### src/common/srql_pkg.sv
// Constants and carrier types for the status reporting and service request block.
package srql_pkg;
  // Widths of the bus, the status byte and the instrument-specific registers.
  localparam int SRQL_AW = 8;
  localparam int SRQL_DW = 32;
  localparam int SRQL_BYTE_W = 8;
  localparam int SRQL_SCPI_W = 16;
  localparam int SRQL_ERR_W = 16;
  localparam int SRQL_ERRQ_DEPTH = 8;
  localparam int SRQL_IRQ_W = 3;
  localparam int SRQL_NSCPI = 2;

  // Byte addresses of the registers.
  localparam logic [7:0] SRQL_OFS_STB = 8'h00;
  localparam logic [7:0] SRQL_OFS_SRE = 8'h04;
  localparam logic [7:0] SRQL_OFS_ESR = 8'h08;
  localparam logic [7:0] SRQL_OFS_ESE = 8'h0C;
  localparam logic [7:0] SRQL_OFS_QUES = 8'h10;
  localparam logic [7:0] SRQL_OFS_OPER = 8'h24;
  localparam logic [7:0] SRQL_OFS_ERRQ = 8'h38;
  localparam logic [7:0] SRQL_OFS_ERRCNT = 8'h3C;
  localparam logic [7:0] SRQL_OFS_CMD = 8'h40;
  localparam logic [7:0] SRQL_OFS_IRQ_STAT = 8'h44;
  localparam logic [7:0] SRQL_OFS_IRQ_MASK = 8'h48;
  localparam logic [7:0] SRQL_OFS_SCPI_SPAN = 8'h10;

  // Word index of each part inside an instrument-specific register group.
  localparam logic [2:0] SRQL_SUB_COND = 3'h0;
  localparam logic [2:0] SRQL_SUB_EVENT = 3'h1;
  localparam logic [2:0] SRQL_SUB_ENABLE = 3'h2;
  localparam logic [2:0] SRQL_SUB_PTR = 3'h3;
  localparam logic [2:0] SRQL_SUB_NTR = 3'h4;

  // Status byte bit positions.
  localparam int SRQL_STB_ERRQ = 2;
  localparam int SRQL_STB_QUES = 3;
  localparam int SRQL_STB_MAV = 4;
  localparam int SRQL_STB_ESB = 5;
  localparam int SRQL_STB_MSS = 6;
  localparam int SRQL_STB_OPER = 7;
  localparam logic [7:0] SRQL_SRQ_BITS = 8'hBC;

  // Command register bit positions.
  localparam int SRQL_CMD_CLS = 0;
  localparam int SRQL_CMD_PRESET = 1;
  localparam int SRQL_CMD_DCL = 2;
  localparam int SRQL_CMD_SETRST = 3;

  // Interrupt status bit positions.
  localparam int SRQL_IRQ_SRQ = 0;
  localparam int SRQL_IRQ_ERR = 1;
  localparam int SRQL_IRQ_OVF = 2;

  // Values after reset.
  localparam logic [7:0] SRQL_ESR_RST = 8'h80;
  localparam logic [7:0] SRQL_SRE_RST = 8'h00;
  localparam logic [7:0] SRQL_ESE_RST = 8'h00;
  localparam logic [15:0] SRQL_ENA_RST = 16'h0000;
  localparam logic [15:0] SRQL_PTR_RST = 16'hFFFF;
  localparam logic [15:0] SRQL_NTR_RST = 16'h0000;
  localparam logic [2:0] SRQL_IRQ_MASK_RST = 3'h0;
  localparam logic SRQL_AFTER_PMT_RST = 1'b1;

  // One register bus request.
  typedef struct packed {
    logic [SRQL_AW-1:0] addr;
    logic [SRQL_DW-1:0] wdata;
    logic wr;
    logic rd;
  } srql_bus_t;

  // One error report from the command or measurement logic.
  typedef struct packed {
    logic push;
    logic [SRQL_ERR_W-1:0] code;
  } srql_err_t;
endpackage

### src/rtl/srql_scpi_reg.sv
// One instrument-specific status register group: condition, filters, event and enable.
`timescale 1ns/1ns
module srql_scpi_reg #(
  parameter int W = 16
) (
  // Clock and reset.
  input wire logic i_core_clk,
  input wire logic i_rstn,
  // Present state of the watched conditions.
  input wire logic [W-1:0] i_cond,
  // Register access and status commands.
  input wire logic i_wr,
  input wire logic [2:0] i_sel,
  input wire logic [W-1:0] i_wdata,
  input wire logic i_evt_rd,
  input wire logic i_cls,
  input wire logic i_preset,
  // Register contents and summary.
  output logic [W-1:0] o_cond,
  output logic [W-1:0] o_event,
  output logic [W-1:0] o_enable,
  output logic [W-1:0] o_ptr,
  output logic [W-1:0] o_ntr,
  output logic o_summary
);
  import srql_pkg::*;

  // All state of the group.
  typedef struct packed {
    logic [W-1:0] cond;
    logic [W-1:0] event_bits;
    logic [W-1:0] enable;
    logic [W-1:0] ptr;
    logic [W-1:0] ntr;
  } srql_scpi_st_t;

  srql_scpi_st_t s_r;
  srql_scpi_st_t s_nxt;
  logic [W-1:0] evt_set; // Transitions that pass the filters this cycle.

  // Edge filtering, event latching and the effects of commands.
  always_comb begin
    s_nxt = s_r;
    s_nxt.cond = i_cond;
    evt_set = (i_cond & ~s_r.cond & s_r.ptr) | (~i_cond & s_r.cond & s_r.ntr);
    // A read empties the event part, but an edge in the same cycle survives.
    if (i_evt_rd) begin
      s_nxt.event_bits = '0;
    end
    s_nxt.event_bits = s_nxt.event_bits | evt_set;
    if (i_wr) begin
      case (i_sel)
        SRQL_SUB_ENABLE: s_nxt.enable = i_wdata;
        SRQL_SUB_PTR: s_nxt.ptr = i_wdata;
        SRQL_SUB_NTR: s_nxt.ntr = i_wdata;
        default: s_nxt.enable = s_nxt.enable;
      endcase
    end
    // Clear-status beats any edge arriving alongside it; masks are kept.
    if (i_cls) begin
      s_nxt.event_bits = '0;
    end
    // Preset leaves only rising edges armed and every summary closed.
    if (i_preset) begin
      s_nxt.enable = '0;
      s_nxt.ptr = '1;
      s_nxt.ntr = '0;
    end
  end

  // State register.
  always_ff @(posedge i_core_clk) begin
    if (!i_rstn) begin
      s_r <= '{cond: '0, event_bits: '0, enable: W'(SRQL_ENA_RST),
               ptr: W'(SRQL_PTR_RST), ntr: W'(SRQL_NTR_RST)};
    end else begin
      s_r <= s_nxt;
    end
  end

  assign o_cond = s_r.cond;
  assign o_event = s_r.event_bits;
  assign o_enable = s_r.enable;
  assign o_ptr = s_r.ptr;
  assign o_ntr = s_r.ntr;
  assign o_summary = |(s_r.event_bits & s_r.enable);
endmodule

### src/rtl/srql_top.sv
// Status byte, event registers, error queue and service request generation.
//
// Summary of operation
// - Request service when enabled bits 2,3,4,5,7 set.
// - Summary bits come from registers, queue, buffer.
// - Status byte and event status are eight bits.
// - Reads return plain binary weighted bit sums.
// - Bit 3 questionable, bit 5 event status.
// - Enable masks let bits 2,3,4,5,7 reach request; bit 6 never does.
// - Each detected error pushes one queue entry unless clear-status comes or the queue is full with no pop in that cycle.
// - Clear-status zeroes events, queue; masks kept.
// - Preset zeroes operation and questionable enables.
// - Preset sets positive filters, clears negative ones.
// - Device clear flushes buffers, aborts, keeps status.
// - New line's first command empties output buffer.
// - Only settings reset touches instrument settings.
// - Condition part live, event part cleared on read.
`timescale 1ns/1ns
module srql_top #(
  parameter int ERRQ_DEPTH = srql_pkg::SRQL_ERRQ_DEPTH
) (
  // Clock and reset.
  input wire logic i_core_clk,
  input wire logic i_rstn,
  // Register bus request and read answer.
  input wire srql_pkg::srql_bus_t i_bus,
  output logic [srql_pkg::SRQL_DW-1:0] o_rdata,
  // Internal event sources.
  input wire logic [srql_pkg::SRQL_SCPI_W-1:0] i_ques_cond,
  input wire logic [srql_pkg::SRQL_SCPI_W-1:0] i_oper_cond,
  input wire logic [srql_pkg::SRQL_BYTE_W-1:0] i_esr_evt,
  input wire srql_pkg::srql_err_t i_err,
  input wire logic i_obuf_avail,
  // Command line framing from the parser.
  input wire logic i_pmt,
  input wire logic i_cmd_start,
  // Service request and interrupt.
  output logic o_srq,
  output logic o_irq,
  // Actions on the parser, buffers and settings.
  output logic o_obuf_clear,
  output logic o_cmd_abort,
  output logic o_ibuf_clear,
  output logic o_settings_rst
);
  import srql_pkg::*;

  // Deeper queues cost storage; the pointers grow only by log2.
  localparam int IW = $clog2(ERRQ_DEPTH); // Width of a queue index.

  // The queue pointer arithmetic wraps by bit width, so depth is a power of two.
  if (ERRQ_DEPTH < 2 || (1 << IW) != ERRQ_DEPTH) begin : g_depth_check
    $error("ERRQ_DEPTH must be a power of two of at least 2");
  end

  // Everything that lasts past one cycle, except the group registers, lives in this record.
  // The reset branch and the register below cannot miss a field,
  // and a new field is reset as soon as it is declared.
  // All state of the block outside the two register groups.
  typedef struct packed {
    logic [SRQL_BYTE_W-1:0] sre;
    logic [SRQL_BYTE_W-1:0] esr;
    logic [SRQL_BYTE_W-1:0] ese;
    // Queue storage, oldest entry and fill level; the level has one
    // more bit than an index, so full and empty differ.
    logic [ERRQ_DEPTH-1:0][SRQL_ERR_W-1:0] errq;
    logic [IW-1:0] head;
    logic [IW:0] count;
    logic [SRQL_IRQ_W-1:0] irq_stat;
    logic [SRQL_IRQ_W-1:0] irq_mask;
    logic after_pmt;
    // Registered copies of the outputs, renewed on every edge.
    logic srq;
    logic irq;
    logic [SRQL_DW-1:0] rdata;
    logic obuf_clear;
    logic cmd_abort;
    logic ibuf_clear;
    logic settings_rst;
  } srql_st_t;

  srql_st_t s_r;
  srql_st_t s_nxt;

  // The groups keep their own state; these arrays only carry it
  // to the read multiplexer and add no storage.
  // Per-group views of the two instrument-specific registers.
  logic [SRQL_SCPI_W-1:0] g_cond [SRQL_NSCPI];
  logic [SRQL_SCPI_W-1:0] g_event [SRQL_NSCPI];
  logic [SRQL_SCPI_W-1:0] g_enable [SRQL_NSCPI];
  logic [SRQL_SCPI_W-1:0] g_ptr [SRQL_NSCPI];
  logic [SRQL_SCPI_W-1:0] g_ntr [SRQL_NSCPI];
  logic [SRQL_NSCPI-1:0] g_sum; // Summary of each group.
  logic [SRQL_NSCPI-1:0] g_hit; // Bus address falls in the group.
  logic [2:0] g_sel [SRQL_NSCPI]; // Part index inside the group.

  // Decoded strobes and summaries shared by the processes below.
  logic cmd_wr; // Write to the command register.
  logic cls; // Clear-status command this cycle.
  logic preset; // Status preset command this cycle.
  logic [SRQL_BYTE_W-1:0] stb; // Status byte as software sees it.
  logic srq_now; // Enabled summary bit present.
  logic errq_pop; // Read of the queue head with an entry present.
  logic errq_full; // Queue holds its full depth.

  // Several command bits in one write all act on one edge.
  // Clear-status and preset fan out to both groups at once.
  // Commands arrive as one-cycle writes to the command register.
  assign cmd_wr = i_bus.wr && (i_bus.addr == SRQL_OFS_CMD);
  assign cls = cmd_wr && i_bus.wdata[SRQL_CMD_CLS];
  assign preset = cmd_wr && i_bus.wdata[SRQL_CMD_PRESET];

  // Each group spans five words. Only aligned addresses inside
  // the span are claimed, so a stray byte address reads zero
  // instead of aliasing onto a neighbouring part.
  // Questionable group first, operation group second.
  for (genvar g = 0; g < SRQL_NSCPI; g++) begin : g_scpi
    localparam logic [7:0] BASE = (g == 0) ? SRQL_OFS_QUES : SRQL_OFS_OPER;
    logic [7:0] rel;
    assign rel = i_bus.addr - BASE;
    assign g_hit[g] = (i_bus.addr >= BASE) && (rel <= SRQL_OFS_SCPI_SPAN)
                      && (rel[1:0] == 2'b00);
    assign g_sel[g] = rel[4:2];
    srql_scpi_reg #(.W(SRQL_SCPI_W)) u_reg (
      .i_core_clk(i_core_clk),
      .i_rstn(i_rstn),
      .i_cond((g == 0) ? i_ques_cond : i_oper_cond),
      .i_wr(i_bus.wr && g_hit[g]),
      .i_sel(g_sel[g]),
      .i_wdata(i_bus.wdata[SRQL_SCPI_W-1:0]),
      .i_evt_rd(i_bus.rd && g_hit[g] && (g_sel[g] == SRQL_SUB_EVENT)),
      .i_cls(cls),
      .i_preset(preset),
      .o_cond(g_cond[g]),
      .o_event(g_event[g]),
      .o_enable(g_enable[g]),
      .o_ptr(g_ptr[g]),
      .o_ntr(g_ntr[g]),
      .o_summary(g_sum[g])
    );
  end

  // Bit 6 reports the request condition itself. It is masked out
  // of its own term, so it never holds itself up.
  // The price is one more logic level before the request register.
  // The status byte is built fresh each cycle, so clearing its sources clears it.
  always_comb begin
    stb = '0;
    stb[SRQL_STB_ERRQ] = (s_r.count != '0);
    stb[SRQL_STB_QUES] = g_sum[0];
    stb[SRQL_STB_MAV] = i_obuf_avail;
    stb[SRQL_STB_ESB] = |(s_r.esr & s_r.ese);
    stb[SRQL_STB_OPER] = g_sum[1];
    srq_now = |(stb & s_r.sre & SRQL_SRQ_BITS);
    stb[SRQL_STB_MSS] = srq_now;
  end

  // A read of an empty queue pops nothing and answers zero, so
  // software may poll the head until it reads zero.
  assign errq_pop = i_bus.rd && (i_bus.addr == SRQL_OFS_ERRQ) && (s_r.count != '0);
  assign errq_full = (s_r.count == (IW + 1)'(ERRQ_DEPTH));

  // Register writes, event latching, the error queue and command side effects.
  always_comb begin
    logic [IW-1:0] wr_idx;
    logic push_ok;
    wr_idx = '0;
    push_ok = 1'b0;
    s_nxt = s_r;
    s_nxt.obuf_clear = 1'b0;
    s_nxt.cmd_abort = 1'b0;
    s_nxt.ibuf_clear = 1'b0;
    s_nxt.settings_rst = 1'b0;
    s_nxt.rdata = '0;
    // Pulses and read data fall back to zero unless set below,
    // so each stands for exactly one cycle.
    // Mask registers written by software.
    if (i_bus.wr) begin
      case (i_bus.addr)
        SRQL_OFS_SRE: s_nxt.sre = i_bus.wdata[SRQL_BYTE_W-1:0];
        SRQL_OFS_ESE: s_nxt.ese = i_bus.wdata[SRQL_BYTE_W-1:0];
        SRQL_OFS_IRQ_MASK: s_nxt.irq_mask = i_bus.wdata[SRQL_IRQ_W-1:0];
        SRQL_OFS_IRQ_STAT: s_nxt.irq_stat = s_r.irq_stat & ~i_bus.wdata[SRQL_IRQ_W-1:0];
        default: s_nxt.sre = s_nxt.sre;
      endcase
    end
    // The group spans never overlap the byte registers, but the group
    // decode must come after the byte decode, whose default arm zeroes the answer.
    // Read answer, one cycle after the strobe; values are plain binary sums.
    if (i_bus.rd) begin
      case (i_bus.addr)
        SRQL_OFS_STB: s_nxt.rdata = SRQL_DW'(stb);
        SRQL_OFS_SRE: s_nxt.rdata = SRQL_DW'(s_r.sre);
        SRQL_OFS_ESR: s_nxt.rdata = SRQL_DW'(s_r.esr);
        SRQL_OFS_ESE: s_nxt.rdata = SRQL_DW'(s_r.ese);
        SRQL_OFS_ERRQ: s_nxt.rdata = errq_pop ? SRQL_DW'(s_r.errq[s_r.head]) : '0;
        SRQL_OFS_ERRCNT: s_nxt.rdata = SRQL_DW'(s_r.count);
        SRQL_OFS_IRQ_STAT: s_nxt.rdata = SRQL_DW'(s_r.irq_stat);
        SRQL_OFS_IRQ_MASK: s_nxt.rdata = SRQL_DW'(s_r.irq_mask);
        default: s_nxt.rdata = '0;
      endcase
      // Sixteen-bit groups answer at their own offsets.
      for (int g = 0; g < SRQL_NSCPI; g++) begin
        if (g_hit[g]) begin
          case (g_sel[g])
            SRQL_SUB_COND: s_nxt.rdata = SRQL_DW'(g_cond[g]);
            SRQL_SUB_EVENT: s_nxt.rdata = SRQL_DW'(g_event[g]);
            SRQL_SUB_ENABLE: s_nxt.rdata = SRQL_DW'(g_enable[g]);
            SRQL_SUB_PTR: s_nxt.rdata = SRQL_DW'(g_ptr[g]);
            SRQL_SUB_NTR: s_nxt.rdata = SRQL_DW'(g_ntr[g]);
            default: s_nxt.rdata = '0;
          endcase
        end
      end
    end
    // Software never loses an event this way: one that comes with
    // the read shows up in the next read.
    // Event status: read clears it, but an event in the same cycle is kept.
    if (i_bus.rd && (i_bus.addr == SRQL_OFS_ESR)) begin
      s_nxt.esr = '0;
    end
    s_nxt.esr = s_nxt.esr | i_esr_evt;
    // A full queue drops the new error and only the error and overflow
    // flags record it. The oldest entries are kept, because the first
    // error usually names the cause and later ones echo it.
    // Error queue: a pop frees a slot for a push in the same cycle.
    if (errq_pop) begin
      s_nxt.head = s_r.head + 1'b1;
    end
    if (i_err.push) begin
      push_ok = !errq_full || errq_pop;
      wr_idx = s_r.head + s_r.count[IW-1:0];
      if (push_ok) begin
        s_nxt.errq[wr_idx] = i_err.code;
      end
    end
    s_nxt.count = s_r.count + (IW + 1)'(push_ok) - (IW + 1)'(errq_pop);
    // The request cause is taken on the rising edge, so a request
    // that stays up raises the interrupt only once.
    // Sticky interrupt causes; a new event beats a write-one clear.
    s_nxt.irq_stat[SRQL_IRQ_SRQ] = s_nxt.irq_stat[SRQL_IRQ_SRQ] | (srq_now & ~s_r.srq);
    s_nxt.irq_stat[SRQL_IRQ_ERR] = s_nxt.irq_stat[SRQL_IRQ_ERR] | i_err.push;
    s_nxt.irq_stat[SRQL_IRQ_OVF] = s_nxt.irq_stat[SRQL_IRQ_OVF] | (i_err.push & ~push_ok);
    // A terminator beside a command start leaves the flush armed,
    // so the next command still counts as a line's first.
    // A terminator arms the flush for the next line's first command.
    if (i_pmt) begin
      s_nxt.after_pmt = 1'b1;
    end
    if (i_cmd_start && s_r.after_pmt) begin
      s_nxt.obuf_clear = 1'b1;
      s_nxt.after_pmt = i_pmt;
    end
    // Clear-status comes after every set above, so an event in the
    // same cycle is lost; software clears after reading.
    // Clear-status overrides events and queue entries latched this cycle; interrupt flags and masks untouched.
    if (cls) begin
      s_nxt.esr = '0;
      s_nxt.count = '0;
      s_nxt.head = '0;
    end
    // Device clear recovers a stuck parser; keeping status lets
    // software still find out what went wrong.
    // Device clear reaches only the buffers and the parser, never status.
    if (cmd_wr && i_bus.wdata[SRQL_CMD_DCL]) begin
      s_nxt.obuf_clear = 1'b1;
      s_nxt.cmd_abort = 1'b1;
      s_nxt.ibuf_clear = 1'b1;
    end
    // Only the full reset command reaches the instrument settings.
    s_nxt.settings_rst = cmd_wr && i_bus.wdata[SRQL_CMD_SETRST];
    // The request is rebuilt each cycle rather than held, so it
    // drops one cycle after its last enabled cause goes.
    // Request and interrupt follow the present state every cycle.
    s_nxt.srq = srq_now;
    s_nxt.irq = |(s_nxt.irq_stat & s_nxt.irq_mask);
  end

  // Reset is synchronous and holds only constants. The flush starts
  // armed, so the first command after power-up empties the
  // output buffer.
  // State register with constant reset values.
  always_ff @(posedge i_core_clk) begin
    if (!i_rstn) begin
      s_r <= '0;
      s_r.sre <= SRQL_SRE_RST;
      s_r.esr <= SRQL_ESR_RST;
      s_r.ese <= SRQL_ESE_RST;
      s_r.irq_mask <= SRQL_IRQ_MASK_RST;
      s_r.after_pmt <= SRQL_AFTER_PMT_RST;
    end else begin
      s_r <= s_nxt;
    end
  end

  // No logic follows the register, so the parser and buffers see
  // clean one-cycle pulses with a full cycle to settle.
  // Outputs come straight from the state register.
  assign o_rdata = s_r.rdata;
  assign o_srq = s_r.srq;
  assign o_irq = s_r.irq;
  assign o_obuf_clear = s_r.obuf_clear;
  assign o_cmd_abort = s_r.cmd_abort;
  assign o_ibuf_clear = s_r.ibuf_clear;
  assign o_settings_rst = s_r.settings_rst;
endmodule

### config.mk
export PLATFORM = sky130hd
export DESIGN_NAME = srql_top
export DESIGN_NICKNAME = d
export VERILOG_FILES = /design/src/common/srql_pkg.sv /design/src/rtl/srql_scpi_reg.sv /design/src/rtl/srql_top.sv
export SDC_FILE = /design/constraint.sdc
export NUM_CORES = 1
export LEC_CHECK = 0
export BUFFER_PORTS_ARGS = -buffer_cell sky130_fd_sc_hd__buf_2
export CORE_ASPECT_RATIO = 2
export CORE_UTILIZATION = 35
export CTS_CLUSTER_DIAMETER = 30
export DETAILED_ROUTE_END_ITERATION = 8
export PLACE_DENSITY = 0.53
export SLEW_MARGIN = 10
export SYNTH_ARGS = -nofsm -noshare
export SYNTH_HDL_FRONTEND = slang
export SYNTH_SLANG_ARGS = --single-unit
### constraint.sdc
create_clock -name i_core_clk -period 2.9 [get_ports i_core_clk]
set_clock_uncertainty 0.15 [all_clocks]
set_input_delay 0.145 -clock i_core_clk [delete_from_list [all_inputs] [get_ports i_core_clk]]
set_output_delay 0.145 -clock i_core_clk [all_outputs]
set_load 0.005 [all_outputs]
======== Word-level counts from Yosys, hierarchy flattened ========
Index checks and enable logic that the tools add are counted.
operators by class
  add/subtract/negate cells ............... 6
  magnitude comparators ................... 7
  equality and inequality tests ........... 17
  mux-type cells .......................... 23
  bitwise operators ....................... 32
  reduce and logical (&&, ||, !) cells .... 46
operator list
  operator                                                           count
  bitwise AND 16 bit                                                 10
  one-hot mux 16 bit (5 select lines)                                2
  bitwise mux 128 bit                                                1
  one-hot mux 16 bit (8 select lines)                                1
  two-way mux 16 bit                                                 5
  two-way mux 32 bit                                                 2
  NOT 16 bit                                                         4
  bitwise OR 16 bit                                                  4
  binary-select mux 16 bit (select 3 bit)                            1
  demux 16 bit (select 3 bit)                                        1
  OR reduction 16 bit                                                2
  == test 8 x 7 -> 1 bit, second input constant                      3
  logical AND 1 bit                                                  20
  AND reduction 2 bit                                                10
  bitwise AND 8 bit                                                  2
  == test 8 x 4 -> 1 bit, second input constant                      2
  == test 8 x 6 -> 1 bit, second input constant                      2
  <= comparator 8 x 5 -> 1 bit, second input constant                2
  two-way mux 8 bit                                                  2
  == test 3 x 2 -> 1 bit, second input constant                      4
  two-way mux 3 bit                                                  3
  == test 8 x 3 -> 1 bit, second input constant                      1
  greater-or-equal comparator 8 x 5 -> 1 bit, second input constant  1
  greater-or-equal comparator 8 x 6 -> 1 bit, second input constant  1
  other kinds (30)                                                   45
word-level totals
  bits in registers ....................... 364
  output and inout port bits .............. 38
  logic and storage cells ................. 165

======== Depth between registers and ports, before layout ========
Gate-level depths: netlist of the first run.
  depth after elaboration ................. 10
  gate-level depth with buffers ........... 15

======== Cells and area by module ========
Synthesis of the first run repeated with hierarchy kept, for this count alone.
unflattened totals
  cells, all modules ...................... 1740
  area total of the unflattened synthesis .. 16313.1 sq um
modules (own cells, without submodules)
  module         times used  cells an instance  area an instance (sq um)  seq. area each (sq um)
  srql_top       1           1056               10034.6                   3743.6
  srql_scpi_reg  2           342                3139.3                    1601.5

======== Worst setup path before layout of the first run ========
No wires, ideal clock.
  path kind ............................... input port to flip-flop
  start ................................... input port i_bus[37] (netlist name)
  end ..................................... register g_scpi[1].u_reg.s_r (netlist bit g_scpi[1].u_reg.o_ntr[5])
  library setup time ...................... 0.070 ns
  arrival ................................. 2.705 ns
  required time ........................... 2.680 ns
  slack ................................... -0.025 ns
  cell stages on the path ................. 14
  path buffers ............................ 6
  cell sequence ........................... buf_2 or2_2 inv_1 clkbuf_1 ha_1 clkbuf_1 nor2b_1 buf_2 and2_1 clkbuf_1 nand3_1 clkbuf_1 nand2_1 a21oi_1
between the ends
  word-level cells in the longest chain between the ends .. 6
  elaborated cells between the ends (all ways) .. 12
  those cells by class .................... add/sub (1); order compare (2); eq/ne (2); reduce/logical (7)
ends and longest elaborated chain
  item                           RTL line             source
  from (decl)                    srql_top.sv:26       input wire srql_pkg::srql_bus_t i_bus,
  subtractor 8 x 6 -> 8 bit      srql_top.sv:120      assign rel = i_bus.addr - BASE;
  <= comparator 8 x 5 -> 1 bit   srql_top.sv:121      assign g_hit[g] = (i_bus.addr >= BASE) && (rel <= SRQL_OFS_SCPI_SPAN)
  logical AND 1 bit              srql_top.sv:121
  logical AND 1 bit              srql_top.sv:122      && (rel[1:0] == 2'b00);
  logical AND 1 bit              srql_top.sv:128      .i_wr(i_bus.wr && g_hit[g]),
  AND reduction 2 bit (no line)  n/a
  to (signal assigned)           srql_scpi_reg.sv:74  s_r <= '{cond: '0, event_bits: '0, enable: W'(SRQL_ENA_RST),
  to (signal assigned)           srql_scpi_reg.sv:77  s_r <= s_nxt;
  to (decl)                      srql_scpi_reg.sv:37  srql_scpi_st_t s_r;
Parallel ways exist; a longest one is shown, timed or not.
A chain may end at the register's enable or synchronous reset.

======== Worst setup path in the final report of the first run ========
  start ................................... register s_r[47] (netlist name)
  end ..................................... register s_r[47] (netlist name)
between the ends
  word-level cells in the longest chain between the ends .. 6
  elaborated cells between the ends (all ways) .. 8
  those cells by class .................... add/sub (2); eq/ne (1); mux (1); reduce/logical (4)
ends and longest elaborated chain
  item                         RTL line         source
  from (decl)                  srql_top.sv:82   srql_st_t s_r;
  from (signal assigned)       srql_top.sv:292  s_r <= s_nxt;
  nonzero test 4 bit *         srql_top.sv:160  assign errq_pop = i_bus.rd && (i_bus.addr == SRQL_OFS_ERRQ) && (s_r.count != '0);
  logical AND 1 bit *          srql_top.sv:160
  via errq_pop                 srql_top.sv:103  logic errq_pop;
  logical OR 1 bit             srql_top.sv:231  push_ok = !errq_full || errq_pop;
  two-way mux 1 bit            srql_top.sv:230  if (i_err.push) begin
  adder 4 x 1 -> 4 bit         srql_top.sv:237  s_nxt.count = s_r.count + (IW + 1)'(push_ok) - (IW + 1)'(errq_pop);
  subtractor 4 x 1 -> 4 bit *  srql_top.sv:237
The timed path passes the listed nets; every way through them passes the cells marked *.

==> metrics.md, run 1 <==
| Metric | Value |
|---|---|
| Status | finished, final reports clean |
| Max VDD drop | 0.4095 mV |
| Grt ovf | 0 |
| Least-Margin Pin Slew | 1144 ps |
| Critical Path End | s_r[47] |
| # Max-Cap Violations | 0 |
| Setup ws final | 251.4 ps |
| Crit path kind | flop to flop |
| Worst setup EP type | flop |
| Global-route wire length before repair | 81.81 mm |
| Gate Count Post-Synth | 1719 |
| Final setup fails | 0 |
| Max Freq | 0.3776 GHz |
| Synth area leaders | dfxtp_1 45%, mux4_2 6.9%, o21ai_0 6.1%, nand3_1 5.8%, nand2_1 5.3% |
| Routed WL per cell | 21.66 um |
| Hpwl dp | 38.45 mm |
| Sequential share of the synthesized area | 0.4504 |
| Die width | 150.4 um |
| Vias in the first global route | 13570 |
| Via count | 13620 |
| Sink Count | 347 |
| Postcts setup bufs | 0 |
| # DRC | 0 |
| Vias per inst | 5.447 |
| Largest net degree at the start of global routing | 82 |
| Asr flop ratio synth | 0 |
| Syn avg cell area | 8.973 um2 |
| Number of fill cells | 4190 |
| Clock root buffer | clkbuf_16 |
| CTS tree | built |
| R2r setup slk | 250 ps |
| Initial drt markers | 847 |
| Synth Cell Area | 0.01542 mm2 |
| Final wirelength | 54.17 mm |
| Die height | 298.9 um |
| Maximum fanout along the worst path | 8 |
| First-pass DRT Iterations | 7 |
| Final hold violations | 0 |
| Count leader, synth | dfxtp_1 |
| H-Tree Depth | 2 |
| Worst setup startpoint | s_r[47] |
| Port Buf Inserts | 109 |
| Num CTS Buffers | 47 |
| RSZ-0062 raised after global routing | no |
| Area growth, synth to finish | 25.25% |
| Max stage delay on crit path | 400 ps |
| Pre-CTS setup slack | 50.17 ps |
| Cell-by-cell trace of the critical path | inv_1 -> ha_1 -> or3b_4 -> nand4_2 -> buf_4 -> inv_1 -> ha_1 -> inv_1 -> ha_1 -> inv_1 -> fa_1 -> xor2_1 -> nor2_1 |
| Initial Util | 0.3556 |
| Synth Flop Type | dfxtp_1 |
| CTS max path bufs | 3 |
| Arr. time, crit path | 3020 ps |
| Die footprint | 0.04497 mm2 |
| CP Data Required Time | 3270 ps |
| Initial antenna violation count | 1 |
| GRT Total Usage | 0.2438 |
| Critical path launch point type | flop |
| Netlist cell types | 67 |
| Number of synthesized flops with an enable pin | 0 |
| Clock transition at path regs | 60 ps |
| Largest area contributor in the netlist | dfxtp_1 |
| FF-to-FF path depth | 13 |
| Slowest-stage cell, CP | or3b_4 |
| I/O Pins | 142 |
| NumNets Final | 2028 |
| Antenna-violating nets left | 0 |
| Hold Path Class | input pin to flop |
| Yosys top cell area share | 0.4504 |
| Crit-path most repeated cell | inv_1 |
| Min Tclk post-route | 2649 ps |
| Worst R2R Start | s_r[47] |
| Pleak | 0.007384 uW |
| FP Rows | 108 |
| Core box area | 0.04338 mm2 |
| Slew HR | 0.2375 |
| Layout cell share with drive strength beyond 1 | 0.1805 |
| Worst-skew pair later-pin latency | 580 ps |
| Tcrit/Tclk final | 0.9133 |
| Util after Layout | 0.4454 |
| Ys Warns | 0 |
| Most frequent cells after synthesis | 347 x dfxtp_1, 219 x nand2_1, 187 x o21ai_0 |
| Final Max Slew Viols | 0 |
| Seq cells post-synth | 347 |
| Final GP Congestion | 0.9170 |
| Reg-to-reg critical path endpoint | s_r[47] |
| TNS Setup | 0 ps |
| Power density cells | 644.7 mW/mm2 |
## worst max-delay path, delay by kind of cell, from the launching register on
kind | cells | cell delay, ps
adders and majority gates | 4 | 930
and+or+nand+nor | 3 | 620
DFF | 1 | 310
xor gates and xnor gates | 1 | 150
buffers and inverters | 5 | 420
## logic make-up after synthesis
logic type | count (synthesis) | synth area share
AND/OR/NAND/NOR | 642 | 0.2011
flip-flops | 347 | 0.4504
other | 1 | 0.0002431
adder cells (fa/ha/maj) | 12 | 0.01071
AO/OA/AOI/OAI | 399 | 0.1544
buffers and inverters | 179 | 0.05508
multiplexers | 132 | 0.1242
XOR/XNOR | 7 | 0.003975
## cells in the final DEF, fill, tap and decap left out, drive strengths merged, types with 10 or more instances in the layout
cell type / synthesis / routed
dfxtp: 347 / 347
nand3: 178 / 178
nand2: 219 / 219
and2: 40 / 40
clkinv: 1 / 11
dlygate4sd3: 0 / 88
a22o: 12 / 12
and3: 17 / 17
mux2i: 80 / 80
o2bb2ai: 12 / 12
buf: 86 / 201
mux4: 47 / 47
a222oi: 17 / 17
inv: 18 / 25
nor2: 104 / 104
a21oi: 90 / 90
o21ai: 204 / 204
a21boi: 10 / 10
nand3b: 35 / 35
conb: 1 / 16
ha: 10 / 10
nor2b: 14 / 14
clkinvlp: 0 / 10
nand4: 11 / 11
clkbuf: 74 / 55
## layout make-up
| cell class | instances | area, um2 | share of cell area |
|---|---|---|---|
| Antenna cell | 1 | 2.502 | 0.0001295 |
| Clock buffer | 55 | 1247 | 0.06457 |
| Clock inverter | 32 | 384.1 | 0.01988 |
| Multi-Input combinational cell | 1208 | 7692 | 0.3982 |
| Tap cell | 550 | 688.2 | 0.03562 |
| Timing Repair Buffer | 289 | 2286 | 0.1183 |
| Sequential cell | 347 | 6948 | 0.3596 |
| Inverter | 19 | 71.32 | 0.003691 |
## report_power, final
part	switching [uW]	internal, uW
clock	2400	3590
sequential	125	4960
combinational	797	570
total	3330	9130
## state kept, by name, summed over array words and instances, names as in the netlist
signal,count
g_scpi.u_reg.o_cond,32
g_scpi.u_reg.o_enable,32
g_scpi.u_reg.o_event,32
g_scpi.u_reg.o_ntr,32
g_scpi.u_reg.o_ptr,32
o_cmd_abort,1
o_irq,1
o_obuf_clear,1
o_rdata,16
o_settings_rst,1
o_srq,1
s_r,166
## how the worst min path moves through the flow
stage / startpoint / to / slack [ps] / depth (start not counted)
after floorplan: i_pmt / s_r[38] / 100 / 1
after global placement: i_pmt / s_r[38] / 180 / 2
after detailed placement: i_pmt / s_r[38] / 190 / 2
after CTS: i_bus[34] / o_settings_rst / 100 / 4
after global routing: i_bus[34] / o_settings_rst / 140 / 4
final: i_bus[34] / o_settings_rst / 130 / 4
## routing by layer
metal	up-vias	wire, um	global-route usage
met5	-	0	0
met4	0	3625	0.1544
met3	144	2124	0.02656
met2	403	28600	0.4496
met1	6557	19820	0.2571
li1	6519	-	-
## through the flow
stage	hold slack, ps	cell area [um2]	total power [uW]	instances
2_1_floorplan	100.9	15480	5918	1734
3_3_place_gp	183.7	16800	6432	2325
3_5_place_dp	193.5	16800	6457	2325
4_1_cts	103.5	19310	12560	2500
5_1_grt	143.9	19320	12870	2501
6_report	130.1	19320	12450	2501
## repair_timing
item                                    CTS  global route
endpoints found under the setup margin    0             1
hold endpoints to repair                327             0
resized for setup                         0             1
hold buffers                             88             0
No activity file was read; power rests on OpenSTA's default activity.
==> run 2, diff against run 1 <==
--- a/config.mk
+++ b/config.mk
@@ -10,8 +10,9 @@
 export CORE_UTILIZATION = 35
 export CTS_CLUSTER_DIAMETER = 30
 export DETAILED_ROUTE_END_ITERATION = 8
-export PLACE_DENSITY = 0.53
+export PLACE_DENSITY = 0.52
 export SLEW_MARGIN = 10
 export SYNTH_ARGS = -nofsm -noshare
 export SYNTH_HDL_FRONTEND = slang
+export SYNTH_HIERARCHICAL = 1
 export SYNTH_SLANG_ARGS = --single-unit
==> run 2 against run 1 <==
  * Routed wire length increased by 5.6%
  * Synthesized area rose by 5.8%
  * First-iteration DRC count grew 6.7%
  * Non-clock buffer count is 4 higher
  * Sequential power about the same
  * Utilization is 0.059 points higher
  * Setup slack got worse by 150 ps
  * Count of clock-buffer cells in the layout is 11 higher
  * Highest routed layer is now met5
  * Critical path type unchanged
  * Total power up 6.3%
==> metrics.md, run 2 <==
| Metric | Value |
|---|---|
| Status | finished, final reports clean |
| Biggest register | s_r |
| Synth area leaders | dfxtp_1 43%, nand2_1 9.8%, mux2i_1 8.2%, mux4_2 4.4%, nand3b_1 3.1% |
| Vias in the first global route | 14330 |
| Synth Flop Type | dfxtp_1 |
| Reg-to-reg critical path endpoint | o_rdata[1] |
| Placed Instance Area | 0.01771 mm2 |
| Clock transition at path regs | 50 ps |
| Cell Int Power | 9757 uW |
| Design Area, Final | 0.02050 mm2 |
| Final Non-Filler Cells | 2620 |
| Hold Crit Depth | 4 |
| Count leader, synth | nand2_1 |
| Critical Path End | o_rdata[1] |
| Syn avg cell area | 9.375 um2 |
| Worst setup startpoint | s_r[49] |
| Net Sw Power | 3486 uW |
| Layout cell share with drive strength beyond 1 | 0.2098 |
| H-Tree Depth | 2 |
| Crit-path most repeated cell | buf_4 |
| Vias per inst | 5.352 |
| Crit path kind | flop to flop |
| Routed WL per cell | 21.82 um |
| Initial drt markers | 904 |
| Sink Count | 347 |
| Largest net degree at the start of global routing | 102 |
| Setup ws final | 106.4 ps |
| Final Max Slew Viols | 0 |
| Worst setup EP type | flop |
| Slowest-stage cell, CP | a2111oi_0 |
| Pre-CTS setup slack | -95.54 ps |
| Final GP Congestion | 0.9517 |
| Final setup fails | 0 |
| Gate Count Post-Synth | 1740 |
| Worst R2R Start | s_r[49] |
| Via count | 14020 |
| Most frequent cells in the layout | 424 x nand2_1, 345 x dfxtp_1, 133 x mux2i_1 |
| CTS max path bufs | 3 |
| # Max-Cap Violations | 0 |
| Global-route wire length before repair | 86.46 mm |
| Combinational Power Share | 0.110 |
| Num CTS Buffers | 56 |
| Grt ovf | 0 |
| Clock power share | 0.505 |
| Most frequent cells after synthesis | 424 x nand2_1, 347 x dfxtp_1, 133 x mux2i_1 |
| Die footprint | 0.04753 mm2 |
| Core box area | 0.04597 mm2 |
| Seq cells post-synth | 347 |
| Sw Share | 0.2632 |
| Placed instance count | 2426 |
| Initial Util | 0.3549 |
| Asr flop ratio synth | 0 |
| # DRC | 0 |
| CTS tree | built |
| Cell-by-cell trace of the critical path | buf_12 -> mux4_2 -> mux2i_1 -> nor2_1 -> a2111oi_0 -> buf_4 -> a21oi_1 -> buf_4 |
| Max VDD drop | 0.4133 mV |
| Slew HR | 0.4594 |
| Die width | 154.7 um |
| NumNets Final | 2076 |
| Worst-skew pair later-pin latency | 600 ps |
| GRT Total Usage | 0.2423 |
| Yosys top cell area share | 0.4258 |
| Final wirelength | 57.18 mm |
| RSZ-0062 raised after global routing | no |
| Max FFs per register | 166 |
| CP Data Required Time | 3250 ps |
| Number of synthesized flops with an enable pin | 0 |
| Max stage delay on crit path | 630 ps |
| First-pass DRT Iterations | 5 |
| Hpwl dp | 40.65 mm |
| Tcrit/Tclk final | 0.9633 |
| Largest area contributor in the netlist | dfxtp_1 |
| Clock root buffer | clkbuf_16 |
| R2r setup slk | 110 ps |
| I/O Pins | 142 |
| Hold Path Class | input pin to flop |
| Sequential share of the synthesized area | 0.4258 |
| Maximum fanout along the worst path | 19 |
| Power density cells | 646.0 mW/mm2 |
| Area growth, synth to finish | 25.68% |
| Arr. time, crit path | 3140 ps |
| Max Freq | 0.3580 GHz |
| Ys Warns | 6 |
| Commonest non-fill, non-tap cell in the layout | nand2_1 |
| Initial antenna violation count | 3 |
| Die height | 307.3 um |
| FP Rows | 111 |
| Port Buf Inserts | 109 |
| Pleak | 0.008193 uW |
| Final hold violations | 0 |
| FF-to-FF path depth | 8 |
| Least-Margin Pin Slew | 790.4 ps |
| Synth Cell Area | 0.01631 mm2 |
| Min Tclk post-route | 2794 ps |
| Reg power frac | 0.385 |
| Critical path launch point type | flop |
| Netlist cell types | 75 |
| Antenna-violating nets left | 0 |
-- run 2: cell types whose count changed in the layout (fill, tap and decap cells not counted), moves of 40 or more --
| cell | delta |
|---|---|
| nand2_1 | +207 |
| o21ai_0 | -186 |
| nand3_1 | -140 |
| nor2_1 | -82 |
| a31oi_1 | +57 |
| mux2i_1 | +53 |
| a21oi_2 | +40 |
-- run 2: worst min path at each step --
stage,startpoint,to,slack (ps)
global placement,i_pmt,s_r[38],180
CTS,i_bus[39],o_rdata[4],70
floorplan,i_pmt,s_r[38],100
detailed placement,i_pmt,s_r[38],190
finish,i_bus[39],o_rdata[4],90
global route,i_bus[39],o_rdata[4],140
-- run 2: per-layer routing --
| metal | global-route usage | wire length [um] |
|---|---|---|
| met5 | 0 | 27 |
| met4 | 0.1727 | 4351 |
| met3 | 0.03110 | 2098 |
| met2 | 0.4564 | 30060 |
| met1 | 0.2420 | 20640 |
-- run 2: logic make-up after synthesis --
family                     count (synthesis)  share of synthesized area
and+or+nand+nor                          699                     0.2116
DFF                                      347                     0.4258
AOI/OAI and AO/OA                        313                     0.1434
muxes                                    179                     0.1355
buffers and inverters                    174                    0.06320
adders and majority gates                 21                    0.01703
xor gates and xnor gates                   6                   0.003222
other                                      1                  0.0002299
-- run 2: critical path: cells and delay by family (launching register included) --
family | cells | cell delay (ps)
simple gates | 1 | 70
flops | 1 | 510
buf+inv | 3 | 600
mux | 2 | 680
compound gates | 2 | 700
-- run 2: layout make-up --
cell class / count / area [um2]
Inverter: 19 / 72.57
Sequential cell: 347 / 6949
Clock inverter: 38 / 384.1
Tap cell: 621 / 777.0
Multi-Input combinational cell: 1234 / 8409
Antenna cell: 2 / 5.005
Clock buffer: 66 / 1519
Fill cell: 4429 / 25470
Timing Repair Buffer: 293 / 2386
-- run 2: repair_timing --
action | in CTS | in global routing
hold buffers | 86 | 0
gates resized for setup | 0 | 2
hold endpoints to repair | 326 | 0
setup buffers | 0 | 2
endpoints found under the setup margin | 0 | 2
-- run 2: power by group through the flow --
stage / clock network [uW] / registers, uW / logic [uW]
floorplan: 0 / 5150 / 856
global placement: 0 / 5190 / 1330
detailed placement: 0 / 5200 / 1350
CTS: 6800 / 5100 / 1450
global route: 7020 / 5120 / 1560
finish: 6690 / 5100 / 1450
-- run 2: stage by stage --
step	TNS (ps)	power (uW)	utilization	hold slack, ps
after floorplan	0	6008	-	100.9
after global placement	-43.11	6525	0.3852	181.1
after detailed placement	-95.54	6552	0.3852	190.8
after CTS	0	13340	0.4454	68.63
after global routing	0	13700	0.4459	140.3
final	0	13240	0.4460	91.28
